### config.mk
export PLATFORM = sky130hd
export DESIGN_NAME = iec_top
export DESIGN_NICKNAME = d
export VERILOG_FILES = /design/src/iec_pkg.sv /design/src/iec_compare.sv /design/src/iec_settings_mem.sv /design/src/iec_top.sv
export SDC_FILE = /design/constraint.sdc
export NUM_CORES = 2
export LEC_CHECK = 0
export BUFFER_PORTS_ARGS = -buffer_cell sky130_fd_sc_hd__buf_2
export CAP_MARGIN = 10
export CORE_MARGIN = 2
export CORE_UTILIZATION = 29
export DETAILED_ROUTE_END_ITERATION = 12
export PLACE_DENSITY = 0.52
export SYNTH_ARGS = -nofsm -noshare
export SYNTH_HDL_FRONTEND = slang
export SYNTH_SLANG_ARGS = --single-unit
### constraint.sdc
create_clock -name i_clock -period 14.4 [get_ports i_clock]
set_input_delay 0.72 -clock i_clock [delete_from_list [all_inputs] [get_ports i_clock]]
set_output_delay 0.72 -clock i_clock [all_outputs]
set_load 0.005 [all_outputs]
### src/iec_pkg.sv
// Package for the internal event comparator: register map, type codes, widths.
// Assumes a single 50 MHz clock domain and APB register access.
package iec_pkg;
	localparam int unsigned CLOCK_HZ = 50_000_000;
	localparam int NUM_EVT = 5;
	localparam int VAL_W = 16;
	localparam logic [4:0] TYPE_DEV_BAND_FINAL = 5'h09;
	localparam logic [4:0] TYPE_SP_HIGH = 5'h0a;
	localparam logic [4:0] TYPE_SP_LOW = 5'h0b;
	localparam logic [4:0] TYPE_SP_BAND = 5'h0c;
	localparam logic [4:0] TYPE_MV_HIGH = 5'h0d;
	localparam logic [4:0] TYPE_MV_LOW = 5'h0e;
	localparam logic [4:0] TYPE_MV_BAND = 5'h0f;
	localparam logic [4:0] TYPE_HTR1_BAND = 5'h10;
	localparam logic [4:0] TYPE_HTR1_SHORT = 5'h11;
	localparam logic [4:0] TYPE_HTR2_BAND = 5'h12;
	localparam logic [4:0] TYPE_HTR2_SHORT = 5'h13;
	// Global registers
	localparam logic [11:0] ADDR_STATUS = 12'h000;
	localparam logic [11:0] ADDR_MASK = 12'h004;
	localparam logic [11:0] ADDR_EVENTS = 12'h008;
	// Per-evaluator block: base + 16*n
	localparam logic [11:0] ADDR_EVT_BASE = 12'h100;
	localparam int EVT_STRIDE_SH = 4;
	localparam logic [3:0] OFS_CFG = 4'h0;
	localparam logic [3:0] OFS_MAIN = 4'h4;
	localparam logic [3:0] OFS_SUB = 4'h8;
	localparam logic [3:0] OFS_HYS = 4'hc;
	// Config word fields
	localparam int CFG_TYPE_LSB = 0;
	localparam int CFG_REV_BIT = 8;
	localparam logic [4:0] RST_TYPE = 5'h00;
	localparam logic [VAL_W-1:0] RST_VALUE = 16'h0000;
	localparam logic [4:0] RST_MASK = 5'h00;
endpackage

### src/iec_compare.sv
// One hysteresis comparator: high limit, low limit or band, with direct/reverse sense.
// Assumes signed values and a one-cycle registered result; enable gates output off.
`timescale 1ns/1ns
module iec_compare (
	input wire logic i_clock,
	input wire logic i_srst,
	input wire logic i_enable,
	input wire logic [1:0] i_shape,
	input wire logic i_reverse,
	input wire logic signed [15:0] i_value,
	input wire logic signed [15:0] i_main,
	input wire logic signed [15:0] i_sub,
	input wire logic signed [15:0] i_hys,
	output logic o_event
);
	// Shape: 0 high limit, 1 low limit, 2 band (on outside), 3 off
	typedef struct packed {
		logic raw;
		logic evt;
	} iec_cmp_state_t;
	iec_cmp_state_t state;
	iec_cmp_state_t next_state;
	logic signed [17:0] lo;
	logic signed [17:0] hi;
	logic signed [17:0] v;
	always_comb begin
		next_state = state;
		v = 18'(i_value);
		if (i_shape == 2'd2 && i_main > i_sub) begin
			lo = 18'(i_sub);
			hi = 18'(i_main);
		end else begin
			lo = 18'(i_main);
			hi = 18'(i_sub);
		end
		// on at limit, off past hysteresis
		unique case (i_shape)
			2'd0: next_state.raw = state.raw ? (v >= lo - 18'(i_hys)) : (v >= lo);
			2'd1: next_state.raw = state.raw ? (v <= lo + 18'(i_hys)) : (v <= lo);
			2'd2: next_state.raw = state.raw ? (v <= lo + 18'(i_hys) || v >= hi - 18'(i_hys))
				: (v <= lo || v >= hi);
			2'd3: next_state.raw = 1'b0;
		endcase
		if (!i_enable) begin
			next_state.raw = 1'b0;
			next_state.evt = 1'b0;
		end else begin
			next_state.evt = (i_shape == 2'd3) ? 1'b0 : (next_state.raw ^ i_reverse);
		end
		if (i_srst) begin
			next_state = '0;
		end
	end
	always_ff @(posedge i_clock) begin
		state <= next_state;
	end
	assign o_event = state.evt;
	a_disable_off: assert property (@(posedge i_clock) disable iff (i_srst)
		!i_enable |=> !o_event) else $error("event on while disabled");
	a_high_on: assert property (@(posedge i_clock) disable iff (i_srst)
		i_enable && i_shape == 2'd0 && !i_reverse && !i_hys[15] && i_value >= i_main |=> o_event)
		else $error("high limit did not turn on");
endmodule

### src/iec_settings_mem.sv
// Settings store: type/sense, main, sub, hysteresis for each evaluator.
// Registered read port; all entries readable in parallel for the comparators.
`timescale 1ns/1ns
module iec_settings_mem (
	input wire logic i_clock,
	input wire logic i_srst,
	input wire logic i_we,
	input wire logic [2:0] i_waddr,
	input wire logic [1:0] i_wfield,
	input wire logic [31:0] i_wdata,
	input wire logic [2:0] i_raddr,
	input wire logic [1:0] i_rfield,
	output logic [31:0] o_rdata,
	output logic [iec_pkg::NUM_EVT*5-1:0] o_type,
	output logic [iec_pkg::NUM_EVT-1:0] o_reverse,
	output logic [iec_pkg::NUM_EVT*16-1:0] o_main,
	output logic [iec_pkg::NUM_EVT*16-1:0] o_sub,
	output logic [iec_pkg::NUM_EVT*16-1:0] o_hys
);
	typedef struct packed {
		logic [iec_pkg::NUM_EVT-1:0][4:0] typ;
		logic [iec_pkg::NUM_EVT-1:0] rev;
		logic [iec_pkg::NUM_EVT-1:0][15:0] main;
		logic [iec_pkg::NUM_EVT-1:0][15:0] sub;
		logic [iec_pkg::NUM_EVT-1:0][15:0] event_hysteresis;
		logic [31:0] rdata;
	} iec_mem_state_t;
	iec_mem_state_t state;
	iec_mem_state_t next_state;
	always_comb begin
		next_state = state;
		if (i_we && i_waddr < 3'(iec_pkg::NUM_EVT)) begin
			unique case (i_wfield)
				2'd0: begin
					next_state.typ[i_waddr] = i_wdata[iec_pkg::CFG_TYPE_LSB +: 5];
					next_state.rev[i_waddr] = i_wdata[iec_pkg::CFG_REV_BIT];
				end
				2'd1: next_state.main[i_waddr] = i_wdata[15:0];
				2'd2: next_state.sub[i_waddr] = i_wdata[15:0];
				2'd3: next_state.event_hysteresis[i_waddr] = i_wdata[15:0];
			endcase
		end
		next_state.rdata = 32'h0;
		if (i_raddr < 3'(iec_pkg::NUM_EVT)) begin
			unique case (i_rfield)
				2'd0: next_state.rdata = {23'h0, state.rev[i_raddr], 3'h0, state.typ[i_raddr]};
				2'd1: next_state.rdata = {16'h0, state.main[i_raddr]};
				2'd2: next_state.rdata = {16'h0, state.sub[i_raddr]};
				2'd3: next_state.rdata = {16'h0, state.event_hysteresis[i_raddr]};
			endcase
		end
		if (i_srst) begin
			next_state = '0;
		end
	end
	always_ff @(posedge i_clock) begin
		state <= next_state;
	end
	assign o_type = state.typ;
	assign o_reverse = state.rev;
	assign o_main = state.main;
	assign o_sub = state.sub;
	assign o_hys = state.event_hysteresis;
	assign o_rdata = state.rdata;
endmodule

### src/iec_top.sv
// Internal event comparator: five evaluators for type codes 9 to 19, APB registers.
// Assumes process inputs synchronous to i_clock; currents valid when their strobe pulses.
//
// Notes on behaviour
// - Code 9 direct, no ramp: deviation band around present setpoint.
// - Code 9 during ramp: band referenced to final ramp target setpoint.
// - Code 9 reverse: reverse deviation band, final target during ramp.
// - Codes 10-12 compare setpoint against high, low or band limits.
// - Code 16: sensor one reading with heater on, band check.
// - Code 17: sensor one reading with heater off, high limit check.
// - Code 18: band check on sensor two reading with heater on.
// - Code 19: high limit check on sensor two reading with heater off.
// - Codes 16, 17: output off until first sensor one measurement.
// - Codes 18, 19: output off until first sensor two measurement.
// - Band types swap main and sub when main exceeds sub.
// - Heater events detect nothing before the first current measurement.
// - Five independent evaluators, each with own type, settings, sense.
//
// The implementer's own choices: the APB slave port and the address map.
`timescale 1ns/1ns
module iec_top (
	input wire logic i_clock,
	input wire logic i_srst,
	input wire logic [11:0] paddr,
	input wire logic psel,
	input wire logic penable,
	input wire logic pwrite,
	input wire logic [31:0] pwdata,
	input wire logic [3:0] pstrb,
	output logic [31:0] prdata,
	output logic pready,
	output logic pslverr,
	input wire logic signed [15:0] i_process_value,
	input wire logic signed [15:0] i_target_setpoint,
	input wire logic signed [15:0] i_final_setpoint,
	input wire logic i_ramp_active,
	input wire logic signed [15:0] i_manipulated_output,
	input wire logic signed [15:0] i_current_sensor_one,
	input wire logic i_current_sensor_one_valid,
	input wire logic signed [15:0] i_current_sensor_two,
	input wire logic i_current_sensor_two_valid,
	input wire logic i_heater_on,
	output logic [iec_pkg::NUM_EVT-1:0] o_event,
	output logic o_irq
);
	typedef enum logic [1:0] {IEC_IDLE, IEC_WAIT, IEC_DONE} iec_bus_state_t;
	typedef struct packed {
		iec_bus_state_t bus;
		logic [31:0] rdata;
		logic ready;
		logic err;
		logic [iec_pkg::NUM_EVT-1:0] status;
		logic [iec_pkg::NUM_EVT-1:0] mask;
		logic irq;
		logic [iec_pkg::NUM_EVT-1:0] evt_q;
		logic [15:0] ct1_on;
		logic [15:0] ct1_off;
		logic [15:0] ct2_on;
		logic [15:0] ct2_off;
		logic ct1_seen;
		logic ct2_seen;
	} iec_state_t;
	iec_state_t state;
	iec_state_t next_state;

	logic [iec_pkg::NUM_EVT*5-1:0] cfg_type;
	logic [iec_pkg::NUM_EVT-1:0] cfg_rev;
	logic [iec_pkg::NUM_EVT*16-1:0] cfg_main;
	logic [iec_pkg::NUM_EVT*16-1:0] cfg_sub;
	logic [iec_pkg::NUM_EVT*16-1:0] cfg_hys;
	logic [31:0] mem_rdata;
	logic [iec_pkg::NUM_EVT-1:0] evt_raw;
	logic in_evt_block;
	logic [2:0] evt_index;
	logic [1:0] evt_field;
	logic setup;
	logic mem_we;

	assign setup = psel && !penable;
	assign in_evt_block = paddr[11:8] == iec_pkg::ADDR_EVT_BASE[11:8] && paddr[7:0] < 8'h50
		&& paddr[1:0] == 2'b00;
	assign evt_index = paddr[6:4];
	assign evt_field = paddr[3:2];
	assign mem_we = setup && pwrite && in_evt_block && pstrb != 4'h0;

	iec_settings_mem u_mem (
		.i_clock(i_clock),
		.i_srst(i_srst),
		.i_we(mem_we),
		.i_waddr(evt_index),
		.i_wfield(evt_field),
		.i_wdata(pwdata),
		.i_raddr(evt_index),
		.i_rfield(evt_field),
		.o_rdata(mem_rdata),
		.o_type(cfg_type),
		.o_reverse(cfg_rev),
		.o_main(cfg_main),
		.o_sub(cfg_sub),
		.o_hys(cfg_hys)
	);

	genvar g;
	generate
		for (g = 0; g < iec_pkg::NUM_EVT; g++) begin : g_evt
			logic [4:0] typ;
			logic [1:0] shape;
			logic enable;
			logic signed [15:0] value;
			logic signed [15:0] ref_sp;
			logic signed [15:0] main_s;
			logic signed [15:0] sub_s;
			logic hys_ok;
			assign typ = cfg_type[g*5 +: 5];
			assign hys_ok = !cfg_hys[g*16 + 15];
			assign ref_sp = i_ramp_active ? i_final_setpoint : i_target_setpoint;
			always_comb begin
				shape = 2'd3;
				enable = 1'b1;
				value = i_process_value;
				main_s = cfg_main[g*16 +: 16];
				sub_s = cfg_sub[g*16 +: 16];
				unique case (typ)
					iec_pkg::TYPE_DEV_BAND_FINAL: begin
						shape = 2'd2;
						main_s = 16'(ref_sp + cfg_main[g*16 +: 16]);
						sub_s = 16'(ref_sp + cfg_sub[g*16 +: 16]);
					end
					iec_pkg::TYPE_SP_HIGH: begin
						shape = 2'd0;
						value = i_target_setpoint;
					end
					iec_pkg::TYPE_SP_LOW: begin
						shape = 2'd1;
						value = i_target_setpoint;
					end
					iec_pkg::TYPE_SP_BAND: begin
						shape = 2'd2;
						value = i_target_setpoint;
					end
					iec_pkg::TYPE_MV_HIGH: begin
						shape = 2'd0;
						value = i_manipulated_output;
					end
					iec_pkg::TYPE_MV_LOW: begin
						shape = 2'd1;
						value = i_manipulated_output;
					end
					iec_pkg::TYPE_MV_BAND: begin
						shape = 2'd2;
						value = i_manipulated_output;
					end
					iec_pkg::TYPE_HTR1_BAND: begin
						shape = 2'd2;
						value = state.ct1_on;
						enable = state.ct1_seen;
					end
					iec_pkg::TYPE_HTR1_SHORT: begin
						shape = 2'd0;
						value = state.ct1_off;
						enable = state.ct1_seen;
					end
					iec_pkg::TYPE_HTR2_BAND: begin
						shape = 2'd2;
						value = state.ct2_on;
						enable = state.ct2_seen;
					end
					iec_pkg::TYPE_HTR2_SHORT: begin
						shape = 2'd0;
						value = state.ct2_off;
						enable = state.ct2_seen;
					end
					default: begin
						enable = 1'b0;
					end
				endcase
			end
			iec_compare u_cmp (
				.i_clock(i_clock),
				.i_srst(i_srst),
				.i_enable(enable),
				.i_shape(shape),
				.i_reverse(cfg_rev[g]),
				.i_value(value),
				.i_main(main_s),
				.i_sub(sub_s),
				.i_hys(cfg_hys[g*16 +: 16]),
				.o_event(evt_raw[g])
			);

			// heater events held off before the first reading
			a_htr1_hold: assert property (@(posedge i_clock) disable iff (i_srst)
				(typ == iec_pkg::TYPE_HTR1_BAND || typ == iec_pkg::TYPE_HTR1_SHORT) && !state.ct1_seen
				|-> ##2 !o_event[g])
				else $error("sensor one event before first measurement");
			a_htr2_hold: assert property (@(posedge i_clock) disable iff (i_srst)
				(typ == iec_pkg::TYPE_HTR2_BAND || typ == iec_pkg::TYPE_HTR2_SHORT) && !state.ct2_seen
				|-> ##2 !o_event[g])
				else $error("sensor two event before first measurement");
			// direct limits switch on at the setting
			a_high_turn_on: assert property (@(posedge i_clock) disable iff (i_srst)
				enable && shape == 2'd0 && !cfg_rev[g] && hys_ok && value >= main_s
				|-> ##2 o_event[g])
				else $error("high limit event missing");
			a_low_turn_on: assert property (@(posedge i_clock) disable iff (i_srst)
				enable && shape == 2'd1 && !cfg_rev[g] && hys_ok && value <= main_s
				|-> ##2 o_event[g])
				else $error("low limit event missing");
			// band bounds taken in either order
			a_band_out: assert property (@(posedge i_clock) disable iff (i_srst)
				enable && shape == 2'd2 && !cfg_rev[g] && hys_ok
				&& ((value <= main_s && value <= sub_s) || (value >= main_s && value >= sub_s)) |-> ##2 o_event[g])
				else $error("band event missing");
			// Codes outside this block stay off
			a_type_off: assert property (@(posedge i_clock) disable iff (i_srst)
				typ < iec_pkg::TYPE_DEV_BAND_FINAL || typ > iec_pkg::TYPE_HTR2_SHORT
				|-> ##2 !o_event[g])
				else $error("event on for an unhandled code");
		end
	endgenerate

	always_comb begin
		next_state = state;
		next_state.evt_q = evt_raw;
		if (i_current_sensor_one_valid) begin
			next_state.ct1_seen = 1'b1;
			if (i_heater_on) begin
				next_state.ct1_on = i_current_sensor_one;
			end else begin
				next_state.ct1_off = i_current_sensor_one;
			end
		end
		if (i_current_sensor_two_valid) begin
			next_state.ct2_seen = 1'b1;
			if (i_heater_on) begin
				next_state.ct2_on = i_current_sensor_two;
			end else begin
				next_state.ct2_off = i_current_sensor_two;
			end
		end
		next_state.ready = 1'b0;
		unique case (state.bus)
			IEC_IDLE: begin
				if (setup) begin
					next_state.bus = IEC_WAIT;
					// Mask write lands on the setup edge
					if (pwrite && paddr == iec_pkg::ADDR_MASK) begin
						next_state.mask = pwdata[iec_pkg::NUM_EVT-1:0];
					end
				end
			end
			IEC_WAIT: begin
				next_state.bus = IEC_DONE;
				next_state.ready = 1'b1;
				next_state.rdata = 32'h0;
				next_state.err = 1'b0;
				// Error rises only together with pready, so pslverr is a plain flop
				if (pwrite) begin
					next_state.err = !in_evt_block && paddr != iec_pkg::ADDR_MASK && paddr != iec_pkg::ADDR_STATUS;
				end else if (paddr == iec_pkg::ADDR_STATUS) begin
					next_state.rdata = {27'h0, state.status};
				end else if (paddr == iec_pkg::ADDR_MASK) begin
					next_state.rdata = {27'h0, state.mask};
				end else if (paddr == iec_pkg::ADDR_EVENTS) begin
					next_state.rdata = {27'h0, state.evt_q};
				end else if (in_evt_block) begin
					next_state.rdata = mem_rdata;
				end else begin
					next_state.err = 1'b1;
				end
			end
			IEC_DONE: begin
				next_state.bus = IEC_IDLE;
				next_state.err = 1'b0;
				// Read clears status; new rising events win
				if (!pwrite && paddr == iec_pkg::ADDR_STATUS) begin
					next_state.status = '0;
				end
			end
			default: begin
				next_state.bus = IEC_IDLE;
			end
		endcase
		// Rising events set sticky bits after the read clear, so the set wins
		next_state.status = next_state.status | (evt_raw & ~state.evt_q);
		// Level interrupt from unmasked sticky bits
		next_state.irq = |(next_state.status & next_state.mask);
		if (i_srst) begin
			next_state = '0;
			next_state.bus = IEC_IDLE;
			next_state.mask = iec_pkg::RST_MASK;
		end
	end
	always_ff @(posedge i_clock) begin
		state <= next_state;
	end

	assign prdata = state.rdata;
	assign pready = state.ready;
	assign pslverr = state.err;
	assign o_event = state.evt_q;
	assign o_irq = state.irq;

	a_ct1_gate: assert property (@(posedge i_clock) disable iff (i_srst)
		!state.ct1_seen && cfg_type[4:0] == iec_pkg::TYPE_HTR1_BAND |-> ##2 !o_event[0])
		else $error("heater one event before measurement");
	a_ct2_gate: assert property (@(posedge i_clock) disable iff (i_srst)
		!state.ct2_seen && cfg_type[19:15] == iec_pkg::TYPE_HTR2_SHORT
		|-> ##2 !o_event[3])
		else $error("heater two event before measurement");
	a_seen_sticky: assert property (@(posedge i_clock) disable iff (i_srst)
		state.ct1_seen |=> state.ct1_seen)
		else $error("sensor one seen flag dropped");

	// Interrupt path
	a_irq_level: assert property (@(posedge i_clock) disable iff (i_srst)
		$rose(o_event[0]) && state.mask[0] |-> o_irq)
		else $error("irq not raised by unmasked event");
	a_status_set: assert property (@(posedge i_clock) disable iff (i_srst)
		$rose(o_event[0]) |-> state.status[0])
		else $error("rising event did not set status");

	// Bus protocol checks
	a_ready_pulse: assert property (@(posedge i_clock) disable iff (i_srst)
		pready |=> !pready) else $error("pready longer than one cycle");
	a_err_ready: assert property (@(posedge i_clock) disable iff (i_srst)
		pslverr |-> pready)
		else $error("pslverr outside pready");
	a_mask_write: assert property (@(posedge i_clock) disable iff (i_srst)
		setup && pwrite && paddr == iec_pkg::ADDR_MASK |=> state.mask == $past(pwdata[iec_pkg::NUM_EVT-1:0]))
		else $error("mask write lost");
	c_ready: cover property (@(posedge i_clock) disable iff (i_srst) pready && psel && penable);
	c_heater: cover property (@(posedge i_clock) disable iff (i_srst) state.ct1_seen && o_event[0]);
	c_event: cover property (@(posedge i_clock) disable iff (i_srst) o_event[0]);
	c_ramp: cover property (@(posedge i_clock) disable iff (i_srst) i_ramp_active && o_event[0]);
	c_irq: cover property (@(posedge i_clock) disable iff (i_srst) o_irq);
endmodule

==> impl_results.md <==
- CP Data Required Time: roughly 15 ns
- Area of the multi-input gates: between 40000 and 50000 um2
- Largest family of logic cells by synthesized area: compound AO/OA/AOI/OAI gates
- Leading area contributor after synthesis: ha_1
- Placer's final routability congestion estimate: roughly 1
- Placed Area: 58500 um2
- Root buf cell: clkbuf_16
- Worst Hold Path Cells: 3
- Seq/Total Area, Yosys: 0.145
- Number of placed I/O pins: 193
- Hold Path Class: in2reg
- Status: finished clean
- Post-Synth Simple-Gate Area: 0.190
- First-pass GRT wire length: approximately 360000 um
- Row count: around 160
- Post-synth EDFFs: 0
- Post-synthesis adder-cell area fraction: 0.213
- Setup ws final: 2.58 ns
- Ys flop type: dfxtp_1
- Largest vdd supply drop: 0.000101 V
- Number of global-route vias before repair: 52600
- Fin util: 0.320
- Total CTS buffers: around 50
- Post-Syn Area: approximately 55000 um2
- Count of cell types in the netlist: 94
- Final period util: 0.821
- Wirelength per Cell: between 20 and 30 um
- DP Worst Slack: between 2 and 2.5 ns
- Clk_skew: slightly below 0.07 ns
- Post-CTS setup buffer count: 0
- Nets: around 8400
- Synth Area per Inst: approximately 7.5 um2
- Reg2reg start: u_mem.o_main[0]$_SDFFE_PP0P_
- Max-cap violations: 0
- Fillcell total: between 20000 and 25000
- RSZ-0062 raised after global routing: no
- Mux contribution to synthesized area: 0.0812
- Hold Crit Endpoint: state[30]$_SDFFE_PP0P_
- Slew Limit Headroom: 0.161
- Max stage delay on crit path: about 0.8 ns
- Synth top area share: 0.204
- CP max-delay cell: o2111ai_1
- Static leakage: approximately 24 nW
- Critical Path AT: around 12 ns
- CTS tree: yes
- DP HPWL: just over 200000 um
- Routed via count: around 57000
- Worst path most repeated cell: a21oi_1
- Drt via density: 5.76
- Antenna viol nets, final: 0
- Ys async rst share: 0
- FF/Latch Area: around 8000 um2
- Core Region: ~190000 um2
- Buffers on Ports: 160
- Overall global routing resource usage: 0.254
- Setup crit start kind: input pin
- Largest cells by area after synthesis: ha_1 (20%), dfxtp_1 (15%), a21oi_1 (7.6%)
- Syn Inst Count: 7361
- Longest Clk Path Bufs: 3
- Hold Fails Final Rpt: 0
- Overflow after GRT: 0
- Synth Warn #: 0
- DR pass1 iterations: 13
- Post-Synth XOR/XNOR Area: 0.0467
- # hold bufs at CTS: 0
- Clock-pin slew of the registers on the worst-case setup and hold paths: ~0.070 ns
- Power per Cell Area: slightly above 50 nW/um2
- Skew-Pair Late Insertion Delay: between 0.6 and 0.7 ns
- Chip height: ~440 um
- Initial antenna violation count: 33
- # resized after CTS: 0
- Setup CP Type: in2reg
- DRC violations left: 0
- FF-to-FF End: g_evt[0].u_cmp.o_event$_SDFF_PP0_
- Share of cells above drive strength 1: 0.0864
- FMAX: approximately 0.085 GHz
- Layout overhead on the synthesized area: 9.70%
- Worst setup EP type: flop
- Hold path startpoint: i_current_sensor_two[12]
- Synth Area in Compound Gates: 0.262
- Chip Width: roughly 440 um
- Final wirelength: 255000 um
- Initial Util: 0.292
- Commonest cells in the netlist: nand2_1 (960), ha_1 (894), a21oi_1 (836)
- Most frequent cell after synthesis: nand2_1
- Final Critical Period: around 12 ns
- Setup slack, reg-to-reg: approximately 3.2 ns
- Crit Path Max Fanout: 50
- Final Slew Violations: 0
- Number of cells on the worst reg-to-reg path: 39
- Final Power: between 3 and 4 mW
- Full die area: about 190000 um2
- Clock sink count: between 300 and 400
- Seq cells post-synth: 398
- H-Tree Depth: 2
- Largest net degree at the start of global routing: 178
- Setup violators final: 0
- Design Area, Final: roughly 60000 um2
- Final setup TNS: 0 ns
- Worst slew pin tran: roughly 1.3 ns
- Iteration-0 DRC count of the detailed router: about 7000
## metrics by stage
step | hold WS (ns) | instances
after global routing | 0.292 | 9881
final | 0.298 | 9888
after CTS | 0.260 | 9877
after detailed placement | 0.454 | 9787
after floorplan | 0.430 | 7376
after global placement | 0.438 | 9787
## area by class of cell
type                       instances  area share
multi-input combinational       6138       0.727
sequential                       398       0.132
tap                             2495      0.0518
timing repair buffer             304      0.0318
inverter                         455      0.0284
clock buffer                      67      0.0230
clock inverter                    23     0.00521
antenna                            8    0.000332
## power by group
part,internal [mW],total (mW),leakage [nW],switching [mW]
Clock,0.770,1.34,0.830,0.572
Combinational,0.188,0.593,20.1,0.404
Sequential,1.11,1.14,3.21,0.0246
## flip-flops by register name, summed over array words and instances (netlist names)
name / flops
g_evt.u_cmp.o_event: 5
g_evt.u_cmp.state: 5
o_event: 5
o_irq: 1
prdata: 16
pready: 1
pslverr: 1
state: 78
u_mem.o_hys: 80
u_mem.o_main: 80
u_mem.o_rdata: 16
u_mem.o_reverse: 5
u_mem.o_sub: 80
u_mem.o_type: 25
## cells in the final DEF, fill, tap and decap left out, types with 25 or more instances in the layout
cell type,n
mux2_2,158
inv_1,454
a21o_1,219
a211oi_1,30
or3_1,33
o21bai_1,51
o211ai_1,106
o21a_1,118
a31oi_1,69
ha_1,894
nor2b_1,104
nand4_1,96
mux2i_1,244
clkbuf_16,49
xor2_1,86
and3_1,41
a21oi_1,835
a222oi_1,91
xnor2_1,205
nor3_1,120
nor2_1,487
buf_2,158
o31ai_1,27
o21ai_0,275
fa_1,25
dfxtp_1,398
a221oi_1,28
nand3_1,161
nand2b_1,86
nand2_1,959
a22oi_1,121
nor4_1,31
buf_4,142
## worst max-delay path: cells and delay by family
family	cells	cell delay (ns)
xor+xnor	1	0.13
buf+inv	4	1.20
compound gates	22	6.06
simple gates	6	1.26
mux	3	1.29
fa+ha+maj	5	1.71
## worst max-delay path by stage
stage	startpoint	cells after the start	to	slack [ns]
2_1_floorplan	i_ramp_active	45	g_evt[0].u_cmp.o_event$_SDFF_PP0_	4.81
4_1_cts	i_ramp_active	41	g_evt[0].u_cmp.o_event$_SDFF_PP0_	2.86
5_1_grt	i_ramp_active	41	g_evt[3].u_cmp.o_event$_SDFF_PP0_	1.90
6_report	i_ramp_active	41	g_evt[0].u_cmp.o_event$_SDFF_PP0_	2.58
3_5_place_dp	i_ramp_active	41	g_evt[0].u_cmp.o_event$_SDFF_PP0_	2.21
3_3_place_gp	i_ramp_active	41	g_evt[0].u_cmp.o_event$_SDFF_PP0_	2.31
## logic make-up (layout without fill, tap and decap cells)
kind of cell	count (synthesis)	count (layout)
AOI/OAI and AO/OA	2223	2223
xor gates and xnor gates	292	292
adders and majority gates	921	921
buffers and inverters	840	849
DFF	398	398
muxes	414	414
other	1	24
and+or+nand+nor	2272	2272
## per-layer routing
layer	wire length (um)	up-vias	share of wire	GRT usage
li1	-	26800	-	-
met1	105000	27100	0.41	0.328
met2	110000	2521	0.43	0.398
met3	23000	558	0.090	0.0446
met4	17700	14	0.069	0.141
met5	86	-	0.00034	0
Note: power is estimated with default switching activity, not from simulation.
